==> config.mk <==
export PLATFORM = sky130hd
export DESIGN_NAME = bxc_core
export DESIGN_NICKNAME = d
export VERILOG_FILES = /design/src/verilog/bxc_pkg.sv /design/src/verilog/bxc_seq_if.sv /design/src/verilog/bxc_cycle_timer.sv /design/src/verilog/bxc_core.sv
export SDC_FILE = /design/constraint.sdc
export NUM_CORES = 1
export LEC_CHECK = 0
export BUFFER_PORTS_ARGS = -buffer_cell sky130_fd_sc_hd__buf_4
export CAP_MARGIN = 20
export CORE_MARGIN = 2
export CORE_UTILIZATION = 35
export CTS_BUF_LIST = sky130_fd_sc_hd__clkbuf_16
export DETAILED_ROUTE_END_ITERATION = 6
export PLACE_DENSITY = 0.64
export SYNTH_ARGS = -nofsm -noshare
export SYNTH_HDL_FRONTEND = slang
export SYNTH_SLANG_ARGS = --single-unit
==> constraint.sdc <==
create_clock -name ref_clk -period 3.9 [get_ports ref_clk]
set_input_delay 0.585 -clock ref_clk [delete_from_list [all_inputs] [get_ports ref_clk]]
set_output_delay 0.585 -clock ref_clk [all_outputs]
set_load 0.01 [all_outputs]
==> src/verilog/bxc_pkg.sv <==
// bxc_pkg.sv - constants of the execution unit, including the cycle counts from which it derives its timer loads
// assumes: used as bxc_pkg::name everywhere, never imported
package bxc_pkg;
   // ********************************************
   // register offsets, byte addresses on the bus
   // ********************************************
   localparam logic [7:0] OFF_FLAGS  = 8'h00;
   localparam logic [7:0] OFF_ACCUM  = 8'h04;
   localparam logic [7:0] OFF_INDEX  = 8'h08;
   localparam logic [7:0] OFF_SP     = 8'h0C;
   localparam logic [7:0] OFF_STATUS = 8'h10;
   localparam logic [7:0] OFF_TARGET = 8'h14;

   // ********************************************
   // field positions
   // ********************************************
   localparam int FLAG_CARRY  = 0;
   localparam int FLAG_ERB    = 1;
   localparam int FLAG_EMB    = 2;
   localparam int STAT_BUSY   = 0;
   localparam int STAT_SKIP   = 1;

   // ********************************************
   // values after reset
   // ********************************************
   localparam logic       RST_BIT = 1'h0;
   localparam logic [3:0] RST_NIB = 4'h0;
   localparam logic [7:0] RST_SP  = 8'h00;

   // ********************************************
   // opcodes and operand forms
   // ********************************************
   localparam logic [7:0] OPC_BIT_XOR_INTO_CARRY    = 8'hF7;
   localparam logic [7:0] OPC_BIT_TEST_SKIP_CLEAR   = 8'hFD;
   localparam logic [7:0] OPC_LONG    = 8'hDB;
   localparam logic [1:0] OPC_LONG_B1 = 2'h1;
   localparam logic [4:0] OPC_SHORT   = 5'h1D;
   localparam logic [7:0] OPC_CCF     = 8'hD6;
   localparam logic [7:0] OPC_COM     = 8'hDD;
   localparam logic [7:0] OPC_COM_B2  = 8'h3F;
   localparam logic [3:0] FORM_IDX    = 4'h4;
   localparam logic [1:0] FORM_PAGE   = 2'h0;
   localparam logic [7:0] DIR_PAGE_LO = 8'hFB;
   localparam logic [7:0] DIR_PAGE_HI = 8'hFF;
   localparam logic [5:0] IDX_BANK    = 6'h3F;
   localparam logic [3:0] PAGE_BANK   = 4'h0;

   // ********************************************
   // cycle counts and stack frame
   // ********************************************
   localparam logic [2:0]  CYC_BIT     = 3'h2;
   localparam logic [2:0]  CYC_CLEAR   = 3'h1;
   localparam logic [2:0]  CYC_LONG    = 3'h4;
   localparam logic [2:0]  CYC_SHORT   = 3'h3;
   localparam logic [2:0]  CYC_COM     = 3'h2;
   localparam logic [7:0]  FRAME_DEPTH = 8'h06;
   localparam logic [13:0] RET_LONG    = 14'h0003;
   localparam logic [13:0] RET_SHORT   = 14'h0002;

   typedef enum logic [4:0] {
      ST_IDLE  = 5'h01,
      ST_READ  = 5'h02,
      ST_CLEAR = 5'h04,
      ST_CALL  = 5'h08,
      ST_WAIT  = 5'h10
   } bxc_state_t;
endpackage : bxc_pkg

==> src/verilog/bxc_seq_if.sv <==
// bxc_seq_if.sv - link between the sequencer and its cycle timer
// assumes: both ends run on ref_clk
`timescale 1ns/10ps
interface bxc_seq_if;
   logic       start;   // load the timer
   logic [2:0] span;    // cycles still to run after this one
   logic       busy;    // timer running
   logic       last;    // final busy cycle
   modport ctl (output start, output span, input busy, input last);
   modport tmr (input start, input span, output busy, output last);
endinterface : bxc_seq_if

==> src/verilog/bxc_cycle_timer.sv <==
// bxc_cycle_timer.sv - down counter that stretches multi-cycle instructions
// assumes: start is a one-cycle request from the sequencer on the same clock
`timescale 1ns/10ps
module bxc_cycle_timer (
   input wire logic ref_clk,  // core clock
   input wire logic rst,      // synchronous reset, high
   input wire logic ce,       // freezes the count while low
   bxc_seq_if.tmr   seq       // sequencer side
);
   logic [2:0] remaining;

   // ********************************************
   // count down; a fresh start wins over the running count
   // ********************************************
   always_ff @(posedge ref_clk) begin
      if (rst) begin
         remaining <= 3'h0;
      end else if (ce) begin
         if (seq.start) begin
            remaining <= seq.span;
         end else if (remaining != 3'h0) begin
            remaining <= remaining - 3'h1;
         end
      end
   end

   // status back to the sequencer
   assign seq.busy = (remaining != 3'h0);
   assign seq.last = (remaining == 3'h1);
endmodule : bxc_cycle_timer

==> src/verilog/bxc_core.sv <==
// bxc_core.sv - executes bit xor into carry, bit test skip clear, long and
// short calls, carry inversion and accumulator inversion
// assumes: fetch offers one instruction with its address per handshake,
// data memory answers reads in the same cycle, the stack ram takes a whole
// six nibble frame in one write, one ahb-lite master
`timescale 1ns/10ps
// Functional notes
// - bit xor puts carry xor memory bit into carry; two bytes, two cycles
// - indexed form: address from operand bits and L[3:2], bit from L[1:0]
// - page form: H is upper nibble, operand low nibble, operand bit field
// - long call: three bytes, four cycles, return pc plus three, then jump
// - long call also pushes both bank flags; stack pointer drops by six
// - frame: flags at sp-1/-2, pc 7-0 at -3/-4, pc 13-8 at -5/-6
// - nibbles downward: 0, 00+flags, pc7-4, pc3-0, 00+pc13-12, pc11-8
// - long call target is the full 14-bit field, whole program space
// - short call: two bytes, three cycles, return pc plus two, six nibbles
// - short call loads low 11 pc bits, clears the rest
// - short frame: pc 10-8 at sp-6, upper address nibble written as zero
// - carry invert flips carry; one byte, one cycle
// - accumulator invert flips all four bits; two bytes, two cycles
// - bit test skip clear: if bit is one, clear it and skip next
// - direct form: prefix 10 selects FB0H-FBFH, prefix 11 FF0H-FFFH
module bxc_core (
   input  wire logic        ref_clk,      // 50 mhz core clock
   input  wire logic        rst,          // synchronous reset, high
   input  wire logic        ce,           // freezes all state while low
   input  wire logic        hsel,         // ahb slave select
   input  wire logic [31:0] haddr,        // ahb address
   input  wire logic [1:0]  htrans,       // ahb transfer type
   input  wire logic        hwrite,       // ahb write
   input  wire logic [2:0]  hsize,        // ahb size, word only
   input  wire logic        hready,       // ahb bus ready
   input  wire logic [31:0] hwdata,       // ahb write data
   output logic             hreadyout,    // ahb slave ready
   output logic [31:0]      hrdata,       // ahb read data
   output logic             hresp,        // ahb response, always okay
   input  wire logic        instr_valid,  // fetch offers an instruction
   output logic             instr_ready,  // unit takes it
   input  wire logic [7:0]  instr_b0,     // first byte
   input  wire logic [7:0]  instr_b1,     // second byte
   input  wire logic [7:0]  instr_b2,     // third byte
   input  wire logic [13:0] instr_pc,     // address of the first byte
   output logic [11:0]      mem_addr,     // data memory nibble address
   output logic             mem_re,       // read cycle
   input  wire logic [3:0]  mem_rdata,    // read nibble, same cycle
   output logic             mem_we,       // write cycle
   output logic [3:0]       mem_wdata,    // write nibble
   output logic             stk_we,       // frame write
   output logic [7:0]       stk_addr,     // lowest frame address
   output logic [23:0]      stk_frame,    // six nibbles, [3:0] lowest
   output logic             jump_valid,   // pc takes jump_target
   output logic [13:0]      jump_target,  // call target
   output logic             skip_pending  // next instruction is skipped
);
   // ********************************************
   // state
   // ********************************************
   bxc_pkg::bxc_state_t state;
   bxc_pkg::bxc_state_t next_state;
   logic        carry;
   logic        memory_bank_enable_flag;
   logic        register_bank_enable_flag;
   logic [3:0]  acc;
   logic [3:0]  h;
   logic [3:0]  l;
   logic [7:0]  sp;
   logic [1:0]  bsel;
   logic        cur_bit_test_skip_clear;
   logic        wr_pend;
   logic [7:0]  wr_off;
   logic [31:0] rd_word;
   bxc_seq_if   seq ();

   // ********************************************
   // decode
   // ********************************************
   logic        accept;
   logic        run;
   logic        is_bit_xor_into_carry;
   logic        is_bit_test_skip_clear;
   logic        is_long;
   logic        is_short;
   logic        is_ccf;
   logic        is_com;
   logic        fm_dir;
   logic        fm_idx;
   logic        fm_page;
   logic        bit_go;
   logic        long_go;
   logic        short_go;
   logic        call_go;
   logic        ccf_go;
   logic        com_go;
   logic [11:0] ea;
   logic [1:0]  ea_bit;

   // opcode match; skipped instructions are consumed without effect
   assign is_bit_xor_into_carry  = (instr_b0 == bxc_pkg::OPC_BIT_XOR_INTO_CARRY);
   assign is_bit_test_skip_clear = (instr_b0 == bxc_pkg::OPC_BIT_TEST_SKIP_CLEAR);
   assign is_long  = (instr_b0 == bxc_pkg::OPC_LONG) &&
                     (instr_b1[7:6] == bxc_pkg::OPC_LONG_B1);
   assign is_short = (instr_b0[7:3] == bxc_pkg::OPC_SHORT);
   assign is_ccf   = (instr_b0 == bxc_pkg::OPC_CCF);
   assign is_com   = (instr_b0 == bxc_pkg::OPC_COM) &&
                     (instr_b1 == bxc_pkg::OPC_COM_B2);
   assign accept   = instr_valid && instr_ready;
   assign run      = accept && !skip_pending;

   // operand form of the second byte; other patterns make a no-op
   assign fm_dir  = instr_b1[7];
   assign fm_idx  = (instr_b1[7:4] == bxc_pkg::FORM_IDX);
   assign fm_page = (instr_b1[7:6] == bxc_pkg::FORM_PAGE);

   // effective nibble address and bit of the three forms
   assign ea = fm_dir ? {(instr_b1[6] ? bxc_pkg::DIR_PAGE_HI : bxc_pkg::DIR_PAGE_LO),
                         instr_b1[3:0]} :
               fm_idx ? {bxc_pkg::IDX_BANK, instr_b1[3:0], l[3:2]} :
                        {bxc_pkg::PAGE_BANK, h, instr_b1[3:0]};
   assign ea_bit = fm_idx ? l[1:0] : instr_b1[5:4];

   // instruction starts
   assign bit_go   = run && (is_bit_xor_into_carry || is_bit_test_skip_clear) && (fm_dir || fm_idx || fm_page);
   assign long_go  = run && is_long;
   assign short_go = run && is_short;
   assign call_go  = long_go || short_go;
   assign ccf_go   = run && is_ccf;
   assign com_go   = run && is_com;

   // ********************************************
   // execution cycle
   // ********************************************
   logic        st_read;
   logic        bit_val;
   logic        xor_done;
   logic        clr_hit;
   logic [13:0] ret_addr;
   logic [23:0] frame;
   logic [13:0] target;

   assign st_read  = (state == bxc_pkg::ST_READ) && ce;
   assign bit_val  = mem_rdata[bsel];
   assign xor_done = st_read && !cur_bit_test_skip_clear;
   assign clr_hit  = st_read && cur_bit_test_skip_clear && bit_val;

   // return address and frame, highest nibble first
   assign ret_addr = instr_pc + (is_long ? bxc_pkg::RET_LONG : bxc_pkg::RET_SHORT);
   assign frame = is_long ?
      {4'h0, 2'h0, memory_bank_enable_flag, register_bank_enable_flag, ret_addr[7:4], ret_addr[3:0],
       2'h0, ret_addr[13:12], ret_addr[11:8]} :
      {4'h0, 2'h0, memory_bank_enable_flag, register_bank_enable_flag, ret_addr[7:4], ret_addr[3:0],
       4'h0, 1'h0, ret_addr[10:8]};
   assign target = is_long ? {instr_b1[5:0], instr_b2} :
                             {3'h0, instr_b0[2:0], instr_b1};

   // timer load: remaining busy cycles after the accept cycle, or after the read cycle for a clear
   assign seq.start = bit_go || call_go || com_go || clr_hit;
   assign seq.span  = clr_hit  ? bxc_pkg::CYC_CLEAR :
                      long_go  ? bxc_pkg::CYC_LONG - 3'h1 :
                      short_go ? bxc_pkg::CYC_SHORT - 3'h1 :
                      com_go   ? bxc_pkg::CYC_COM - 3'h1 :
                                 bxc_pkg::CYC_BIT - 3'h1;

   bxc_cycle_timer u_timer (
      .ref_clk (ref_clk),
      .rst     (rst),
      .ce      (ce),
      .seq     (seq.tmr)
   );

   // fetch is held until the frame is written and the pc has moved
   assign instr_ready = ce && (state == bxc_pkg::ST_IDLE) && !seq.busy;
   assign jump_valid  = ce && (state == bxc_pkg::ST_CALL) && seq.last;

   // sequencer next state
   always_comb begin
      next_state = state;
      case (state)
         bxc_pkg::ST_IDLE: begin
            if (bit_go) begin
               next_state = bxc_pkg::ST_READ;
            end else if (call_go) begin
               next_state = bxc_pkg::ST_CALL;
            end else if (com_go) begin
               next_state = bxc_pkg::ST_WAIT;
            end
         end
         bxc_pkg::ST_READ: begin
            next_state = clr_hit ? bxc_pkg::ST_CLEAR : bxc_pkg::ST_IDLE;
         end
         bxc_pkg::ST_CLEAR, bxc_pkg::ST_CALL, bxc_pkg::ST_WAIT: begin
            if (seq.last) begin
               next_state = bxc_pkg::ST_IDLE;
            end
         end
         default: begin
            next_state = bxc_pkg::ST_IDLE;
         end
      endcase
   end

   always_ff @(posedge ref_clk) begin
      if (rst) begin
         state <= bxc_pkg::ST_IDLE;
      end else if (ce) begin
         state <= next_state;
      end
   end

   // ********************************************
   // ahb-lite slave, zero wait states while ce is high
   // ********************************************
   logic ap_take;
   logic wr_flags;
   logic wr_acc;
   logic wr_idx;
   logic wr_sp;

   // ce low stretches the transfer so no bus state changes under freeze
   assign hreadyout = ce;
   assign hresp     = 1'b0;
   assign ap_take   = ce && hsel && hready && htrans[1];
   assign wr_flags  = ce && wr_pend && (wr_off == bxc_pkg::OFF_FLAGS);
   assign wr_acc    = ce && wr_pend && (wr_off == bxc_pkg::OFF_ACCUM);
   assign wr_idx    = ce && wr_pend && (wr_off == bxc_pkg::OFF_INDEX);
   assign wr_sp     = ce && wr_pend && (wr_off == bxc_pkg::OFF_SP);

   // read word; unmapped offsets read as zero
   always_comb begin
      rd_word = 32'h0;
      case (haddr[7:0])
         bxc_pkg::OFF_FLAGS: begin
            rd_word[bxc_pkg::FLAG_CARRY] = carry;
            rd_word[bxc_pkg::FLAG_ERB]   = register_bank_enable_flag;
            rd_word[bxc_pkg::FLAG_EMB]   = memory_bank_enable_flag;
         end
         bxc_pkg::OFF_ACCUM:  rd_word[3:0]  = acc;
         bxc_pkg::OFF_INDEX:  rd_word[7:0]  = {h, l};
         bxc_pkg::OFF_SP:     rd_word[7:0]  = sp;
         bxc_pkg::OFF_STATUS: begin
            rd_word[bxc_pkg::STAT_BUSY] = (state != bxc_pkg::ST_IDLE);
            rd_word[bxc_pkg::STAT_SKIP] = skip_pending;
         end
         bxc_pkg::OFF_TARGET: rd_word[13:0] = jump_target;
         default:             rd_word = 32'h0;
      endcase
   end

   // address phase capture; read data is sampled here for the data phase
   always_ff @(posedge ref_clk) begin
      if (rst) begin
         wr_pend <= 1'b0;
         wr_off  <= 8'h00;
         hrdata  <= 32'h0;
      end else if (ce) begin
         wr_pend <= ap_take && hwrite;
         wr_off  <= haddr[7:0];
         if (ap_take && !hwrite) begin
            hrdata <= rd_word;
         end
      end
   end

   // ********************************************
   // cpu registers; instruction updates win over a bus write
   // ********************************************
   always_ff @(posedge ref_clk) begin
      if (rst) begin
         carry <= bxc_pkg::RST_BIT;
         memory_bank_enable_flag   <= bxc_pkg::RST_BIT;
         register_bank_enable_flag   <= bxc_pkg::RST_BIT;
      end else if (ccf_go) begin
         carry <= ~carry;
      end else if (xor_done) begin
         carry <= carry ^ bit_val;
      end else if (wr_flags) begin
         carry <= hwdata[bxc_pkg::FLAG_CARRY];
         memory_bank_enable_flag   <= hwdata[bxc_pkg::FLAG_EMB];
         register_bank_enable_flag   <= hwdata[bxc_pkg::FLAG_ERB];
      end
   end

   always_ff @(posedge ref_clk) begin
      if (rst) begin
         acc <= bxc_pkg::RST_NIB;
         h   <= bxc_pkg::RST_NIB;
         l   <= bxc_pkg::RST_NIB;
      end else begin
         if (com_go) begin
            acc <= ~acc;
         end else if (wr_acc) begin
            acc <= hwdata[3:0];
         end
         if (wr_idx) begin
            h <= hwdata[7:4];
            l <= hwdata[3:0];
         end
      end
   end

   // stack pointer drops by a whole frame on either call
   always_ff @(posedge ref_clk) begin
      if (rst) begin
         sp <= bxc_pkg::RST_SP;
      end else if (call_go) begin
         sp <= sp - bxc_pkg::FRAME_DEPTH;
      end else if (wr_sp) begin
         sp <= hwdata[7:0];
      end
   end

   // skip flag: set by a cleared bit, spent by the next instruction taken
   always_ff @(posedge ref_clk) begin
      if (rst) begin
         skip_pending <= bxc_pkg::RST_BIT;
      end else if (clr_hit) begin
         skip_pending <= 1'b1;
      end else if (accept) begin
         skip_pending <= 1'b0;
      end
   end

   // ********************************************
   // memory, stack and jump outputs
   // ********************************************
   always_ff @(posedge ref_clk) begin
      if (rst) begin
         mem_addr  <= 12'h000;
         mem_re    <= 1'b0;
         mem_we    <= 1'b0;
         mem_wdata <= 4'h0;
         bsel      <= 2'h0;
         cur_bit_test_skip_clear <= 1'b0;
      end else if (ce) begin
         mem_re <= bit_go;
         mem_we <= clr_hit;
         if (bit_go) begin
            mem_addr  <= ea;
            bsel      <= ea_bit;
            cur_bit_test_skip_clear <= is_bit_test_skip_clear;
         end
         if (clr_hit) begin
            mem_wdata       <= mem_rdata;
            mem_wdata[bsel] <= 1'b0;
         end
      end
   end

   // the whole frame goes out in the first busy cycle of a call
   always_ff @(posedge ref_clk) begin
      if (rst) begin
         stk_we      <= 1'b0;
         stk_addr    <= 8'h00;
         stk_frame   <= 24'h0;
         jump_target <= 14'h0;
      end else if (ce) begin
         stk_we <= call_go;
         if (call_go) begin
            stk_addr    <= sp - bxc_pkg::FRAME_DEPTH;
            stk_frame   <= frame;
            jump_target <= target;
         end
      end
   end

   // independent return address for the long frame check
   logic [13:0] ret_plus3;
   assign ret_plus3 = instr_pc + 14'h0003;
endmodule : bxc_core

==> summary.md, run 1 <==
| Metric | Value |
|---|---|
| Outcome | `finished, final reports clean` |
| Longest Clk Path Bufs | `2` |
| Leak | `2.814 nW` |
| Max-slew violation total from the final report | `0` |
| Die Width | `130.8 um` |
| Layout cells sized above 1 | `0.2414` |
| Placed Area | `6675 um^2` |
| Routed vias | `5013` |
| Final wirelength | `15.75 mm` |
| Die H | `130.8 um` |
| Post-synth EDFFs | `0` |
| Register bit total from synthesis | `112` |
| Vias in the first global route | `4627` |
| Relative slew slack | `0.3387` |
| Most common flop cell mapped by yosys | `dfxtp_1` |
| Area of the multi-input gates | `3003 um^2` |
| Final nets | `902` |
| Number of DRC markers in iteration 0 | `330` |
| Fin area | `6964 um^2` |
| Most frequent cell after synthesis | `dfxtp_1` |
| Async SR Flop Fraction | `0` |
| Buf+Inv Stages, Crit Path | `1` |
| Clk Latency, worst-skew pair | `0.36 ns` |
| RSZ-0062 raised after global routing | `false` |
| Area Growth Syn to Fin | `23.85%` |
| CP endpoint kind | `flop` |
| Sequential area share after synthesis | `0.3988` |
| Fin Setup TNS | `0 ns` |
| CP startpoint kind | `flop` |
| Critical Path RT | `4.10 ns` |
| Crit-path most repeated cell | `ha_1` |
| Final Hold Vio Count | `0` |
| Clock root cell | `clkbuf_16` |
| Synthesized area | `5623 um^2` |
| Synth warnings | `0` |
| CTS tree | `done` |
| Initial antenna violation count | `0` |
| DR DRC count | `0` |
| Tot Pwr | `2.358 mW` |
| Arrival time at the worst endpoint | `2.92 ns` |
| # rows | `46` |
| Clock-pin slew on the worst setup and hold paths | `0.07 ns` |
| DR pass1 iterations | `4` |
| Initial Util | `0.3566` |
| First-pass GRT wire length | `24.58 mm` |
| Achievable frequency | `367.9 MHz` |
| Post-route minimum period | `2.718 ns` |
| PwrDens | `338.5 nW/um^2` |
| Setup bufs post-CTS | `0` |
| Top post-synthesis cells by area | `dfxtp_1 (40%), nor2_1 (6.9%), mux2i_1 (4.8%), nand2_1 (4.6%), buf_4 (4.3%)` |
| Area occupied by registers | `2242 um^2` |
| Max Cap Viol | `0` |
| Final antenna-violating net count | `0` |
| Boundary Pins | `220` |
| TritonCTS Buffers | `9` |
| H-Tree Depth | `3` |
| Critical path class | `flop to flop` |
| DP HPWL | `11.65 mm` |
| Final GP Congestion | `0.8572` |
| CP Max Fanout | `16` |
| Avg Inst Size Synth | `8.507 um^2` |
| Hold buffer count at CTS | `0` |
| Ant diodes | `0` |
| Post-synth top area share | `0.3988` |
| Fill count | `1621` |
| Hold crit path type | `flop to flop` |
| Grt total ovfl | `0` |
| Die area | `17100 um^2` |
| Core area | `15770 um^2` |
| Worst path max stage delay | `0.54 ns` |
| Maximum vdd ir drop | `0.1902 mV` |
| Via-to-Cell Ratio | `5.018` |
| Port bufs | `140` |
| Routed WL per cell | `15.76 um` |
| Pin count of the biggest net entering global routing | `93` |
| Actual slew at the worst max-slew pin | `0.9920 ns` |
| Crit-path cells | `inv_1, ha_1, ha_1, and4b_1, and3_1, o21ai_2, and2_1, o21ai_0, a21oi_1` |
| Distinct cells, synth | `68` |
| Top delay family on crit path | `simple AND/OR/NAND/NOR gates` |
| Slowest CP cell | `and3_1` |
| Yosys top cell by area | `dfxtp_1` |
| GRT Resource Usage Total | `0.1845` |
| Post-Synthesis Cells | `661` |
| Final-report setup violation count | `0` |
| Clock skew | `0.008851 ns` |
| CTS resizes | `0` |
| Crit share post-route | `0.6969` |
| Most frequent cells after synthesis | `dfxtp_1 (112), nor2_1 (103), nand2_1 (69)` |
| # clock sinks | `112` |
final timing paths:
check,from,to,slack [ns],depth (start not counted)
worst max-delay path,u_timer.remaining[1],sp[5],1.18,9
worst min register to register,mem_wdata[0],mem_wdata[0],0.45,2
worst max register to register,u_timer.remaining[1],sp[5],1.18,9
worst min-delay path,mem_wdata[0],mem_wdata[0],0.45,2
registers in the layout, summed over array words and instances (netlist names), 2 cells and up:
register / count
acc: 4
bsel: 2
h: 4
hrdata: 14
jump_target: 14
l: 4
mem_addr: 9
mem_wdata: 4
sp: 8
state: 5
stk_addr: 8
stk_frame: 16
u_timer.remaining: 3
wr_off: 8
power breakdown:
group          total [mW]  internal, mW  switching [mW]
combinational       0.264         0.112           0.152
clock               0.925         0.493           0.431
sequential           1.17          1.16          0.0114
worst reg2reg max path: stages (launching register included):
cell and delay (ns):
dfxtp_1 0.31, inv_1 0.09, ha_1 0.15, ha_1 0.29, and4b_1 0.25, and3_1 0.54
o21ai_2 0.39, and2_1 0.28, o21ai_0 0.16, a21oi_1 0.09
cell usage in the layout, fill, tap and decap left out, drive strengths merged, types with 8 or more instances in the layout:
cell / synthesis / layout
a211oi: 25 / 25
a21oi: 48 / 48
a221oi: 13 / 13
a311oi: 8 / 8
buf: 47 / 150
clkbuf: 22 / 9
conb: 1 / 27
dfxtp: 112 / 112
inv: 7 / 8
mux2: 8 / 8
mux2i: 27 / 27
nand2: 69 / 69
nand3: 24 / 24
nand4: 9 / 9
nor2: 104 / 104
nor3: 18 / 18
o21ai: 24 / 24
xnor2: 10 / 10
area by class of cell:
class	instances	area share
Multi-Input combinational cell	496	0.4312
Timing Repair Buffer	150	0.1617
Tap cell	216	0.03881
Inverter	9	0.004851
Clock inverter	7	0.009163
Clock buffer	9	0.03234
Sequential cell	112	0.3220
cell families after synthesis:
group	count (synthesis)	share of synthesized area
muxes	37	0.07210
other	1	0.0006669
adders and majority gates	6	0.01335
DFF	112	0.3988
and+or+nand+nor	270	0.2363
buffers and inverters	79	0.08656
AOI/OAI and AO/OA	140	0.1673
xor gates and xnor gates	16	0.02492
metrics by stage:
stage | std cells | setup slack (ns) | utilization | hold WS (ns)
floorplan | 687 | 1.031 | - | 0.4366
global placement | 983 | 0.9157 | 0.4233 | 0.4390
detailed placement | 983 | 0.9266 | 0.4233 | 0.4433
CTS | 999 | 1.188 | 0.4416 | 0.4532
global route | 999 | 0.9629 | 0.4416 | 0.4636
finish | 999 | 1.182 | 0.4416 | 0.4492
layer usage:
metal | track usage | vias to the layer above | routed length [um] | share of wire
met2 | 0.2886 | 131 | 7289 | 0.46
met1 | 0.2532 | 2320 | 7243 | 0.46
met4 | 0.06320 | 0 | 232 | 0.015
met5 | 0 | - | 0 | 0
li1 | - | 2546 | - | -
met3 | 0.03950 | 16 | 981 | 0.062
(Power assumes the default switching activity.)
==> run 2: changes to the inputs <==
- ABC_AREA: not set -> 1
- PLACE_DENSITY: 0.64 -> 0.66
- clock period: 3.9 -> 2.5 ns (I/O delays scaled with it)
==> run 2 against run 1 <==
- utilization grew 1.1 points
- die area grew 1.9%
- clock power grew 52%
- total power grew 62%
- non-clock buffer count grew 12
- synthesized cell count grew 20%
- first-iteration DRC count grew 21%
- register-to-register slack lost 1.0 ns
- largest cell class unchanged
- largest power group unchanged
==> summary.md, run 2 <==
| Metric | Value |
|---|---|
| Outcome | `finished, final reports clean` |
| Maximum vdd ir drop | `0.3344 mV` |
| Fin Setup TNS | `0 ns` |
| Critical Path RT | `2.76 ns` |
| Grt total ovfl | `0` |
| Clock root cell | `clkbuf_16` |
| Critical path class | `flop to flop` |
| Initial antenna violation count | `0` |
| DP HPWL | `13.43 mm` |
| CP endpoint kind | `flop` |
| Yosys top cell by area | `dfxtp_1` |
| Post-Synthesis Cells | `796` |
| First-pass GRT wire length | `28.27 mm` |
| Max Cap Viol | `0` |
| Reg-to-reg critical path startpoint | `u_timer.remaining[0]` |
| Vias in the first global route | `5401` |
| Hold crit path type | `primary input to flop` |
| Register bit total from synthesis | `112` |
| Crit share post-route | `0.9308` |
| CTS tree | `done` |
| Most common flop cell mapped by yosys | `dfxtp_1` |
| Most frequent cell after synthesis | `nand2_1` |
| Post-synth EDFFs | `0` |
| Fin area | `7219 um^2` |
| Achievable frequency | `429.7 MHz` |
| Relative slew slack | `0.6229` |
| Async SR Flop Fraction | `0` |
| Largest regs | `stk_frame (16), hrdata (14), jump_target (14)` |
| Avg Inst Size Synth | `7.202 um^2` |
| Final Hold Vio Count | `0` |
| CTS resizes | `0` |
| Distinct cells, synth | `49` |
| RSZ-0062 raised after global routing | `false` |
| Clock-pin slew on the worst setup and hold paths | `0.08 ns` |
| DR pass1 iterations | `5` |
| Max reg flops | `16` |
| Boundary Pins | `220` |
| Post-route minimum period | `2.327 ns` |
| Area Growth Syn to Fin | `25.93%` |
| Fin Hold WS | `0.2555 ns` |
| Routed vias | `5684` |
| Top post-synthesis cells by area | `dfxtp_1 (39%), nand2_1 (9.4%), a21oi_1 (6.1%), inv_1 (5.5%), nor2_1 (5.2%)` |
| Synthesized area | `5733 um^2` |
| Routed WL per cell | `15.25 um` |
| Clock skew | `0.009953 ns` |
| Most frequent cells in the layout | `buf_4 (162), nand2_1 (143), dfxtp_1 (112)` |
| Layout cells sized above 1 | `0.2274` |
| Final wirelength | `17.65 mm` |
| Clk Latency, worst-skew pair | `0.36 ns` |
| GRT Resource Usage Total | `0.2034` |
| Synth warnings | `0` |
| # rows | `46` |
| CP Max Fanout | `17` |
| TritonCTS Buffers | `9` |
| Initial Util | `0.3596` |
| Post-synth top area share | `0.3911` |
| Final-report setup violation count | `0` |
| Ant diodes | `0` |
| H-Tree Depth | `3` |
| Core area | `15940 um^2` |
| Largest register by flop count | `stk_frame` |
| # clock sinks | `112` |
| Fill count | `1649` |
| Die H | `132.0 um` |
| Worst Setup SP | `u_timer.remaining[0]` |
| Leak | `3.272 nW` |
| Hold path start | `haddr[1]` |
| Die Width | `132.0 um` |
| Longest Clk Path Bufs | `2` |
| PwrDens | `529.3 nW/um^2` |
| Final nets | `1060` |
| Port bufs | `140` |
| DR DRC count | `0` |
| Actual slew at the worst max-slew pin | `0.5621 ns` |
| Max-slew violation total from the final report | `0` |
| Die area | `17420 um^2` |
| Pin count of the biggest net entering global routing | `41` |
| Number of DRC markers in iteration 0 | `399` |
| Tot Pwr | `3.822 mW` |
| Arrival time at the worst endpoint | `2.59 ns` |
| Via-to-Cell Ratio | `4.913` |
| Most frequent cells after synthesis | `nand2_1 (143), dfxtp_1 (112), inv_1 (84)` |
| Sequential area share after synthesis | `0.3911` |
| Setup bufs post-CTS | `0` |
| Final antenna-violating net count | `0` |
| Hold buffer count at CTS | `0` |
| CP startpoint kind | `flop` |
| Placed Area | `6940 um^2` |
| Final GP Congestion | `0.9033` |
| Most common cell after layout, fill and taps aside | `buf_4` |
run 2: final timing paths:
path | slack, ns | cells past startpoint | end
setup / recovery | 0.17 | 13 | sp[7]
hold / removal | 0.26 | 3 | wr_off[1]
setup reg to reg | 0.17 | 13 | sp[7]
hold reg to reg | 0.47 | 2 | hrdata[3]
run 2: area by class of cell:
type                       count  area [um^2]  area share
tap                          216        270.3     0.03744
inverter                      93        355.3     0.04922
multi-input combinational    558         2856      0.3957
clock inverter                 7        53.80    0.007452
timing repair buffer         162         1216      0.1685
clock buffer                   9        225.2     0.03120
sequential                   112         2242      0.3106
run 2: worst max-delay path, stage by stage, from the launching register on:
cell and delay, ns:
dfxtp_1 0.34, inv_1 0.07, ha_1 0.20, ha_1 0.22
nand2_1 0.10, inv_1 0.07, nand4_4 0.18, clkinv_4 0.13
nand2_4 0.21, clkinv_2 0.35, nand2_1 0.16, o211ai_1 0.10
nand2_1 0.06, inv_1 0.04
run 2: power by group:
group | internal (mW) | switching (mW) | leakage [nW]
combinational | 0.225 | 0.337 | 2.24
clock | 0.689 | 0.725 | 0.131
sequential | 1.82 | 0.0239 | 0.905
run 2: per-layer routing:
| metal | wire [um] | track usage |
|---|---|---|
| met1 | 7870 | 0.2630 |
| met3 | 1613 | 0.06997 |
| met5 | 0 | 0 |
| met4 | 166 | 0.03804 |
| met2 | 7997 | 0.3316 |
run 2: kinds of logic (layout without fill, tap and decap cells):
| family | Yosys count | after routing | share of synthesized area |
|---|---|---|---|
| compound gates | 209 | 209 | 0.2119 |
| xor+xnor | 13 | 13 | 0.01986 |
| fa+ha+maj | 6 | 6 | 0.01309 |
| buf+inv | 152 | 271 | 0.1277 |
| flops | 112 | 112 | 0.3911 |
| other cells | 1 | 27 | 0.0006541 |
| simple gates | 303 | 303 | 0.2357 |
run 2: metrics by stage:
step                        util  instances  worst slack, ns
after floorplan                -        822           0.2067
after global placement    0.4353       1141          0.04587
after detailed placement  0.4353       1141          0.01803
after CTS                 0.4528       1157           0.1937
after global routing      0.4528       1157          0.01089
final                     0.4528       1157           0.1730
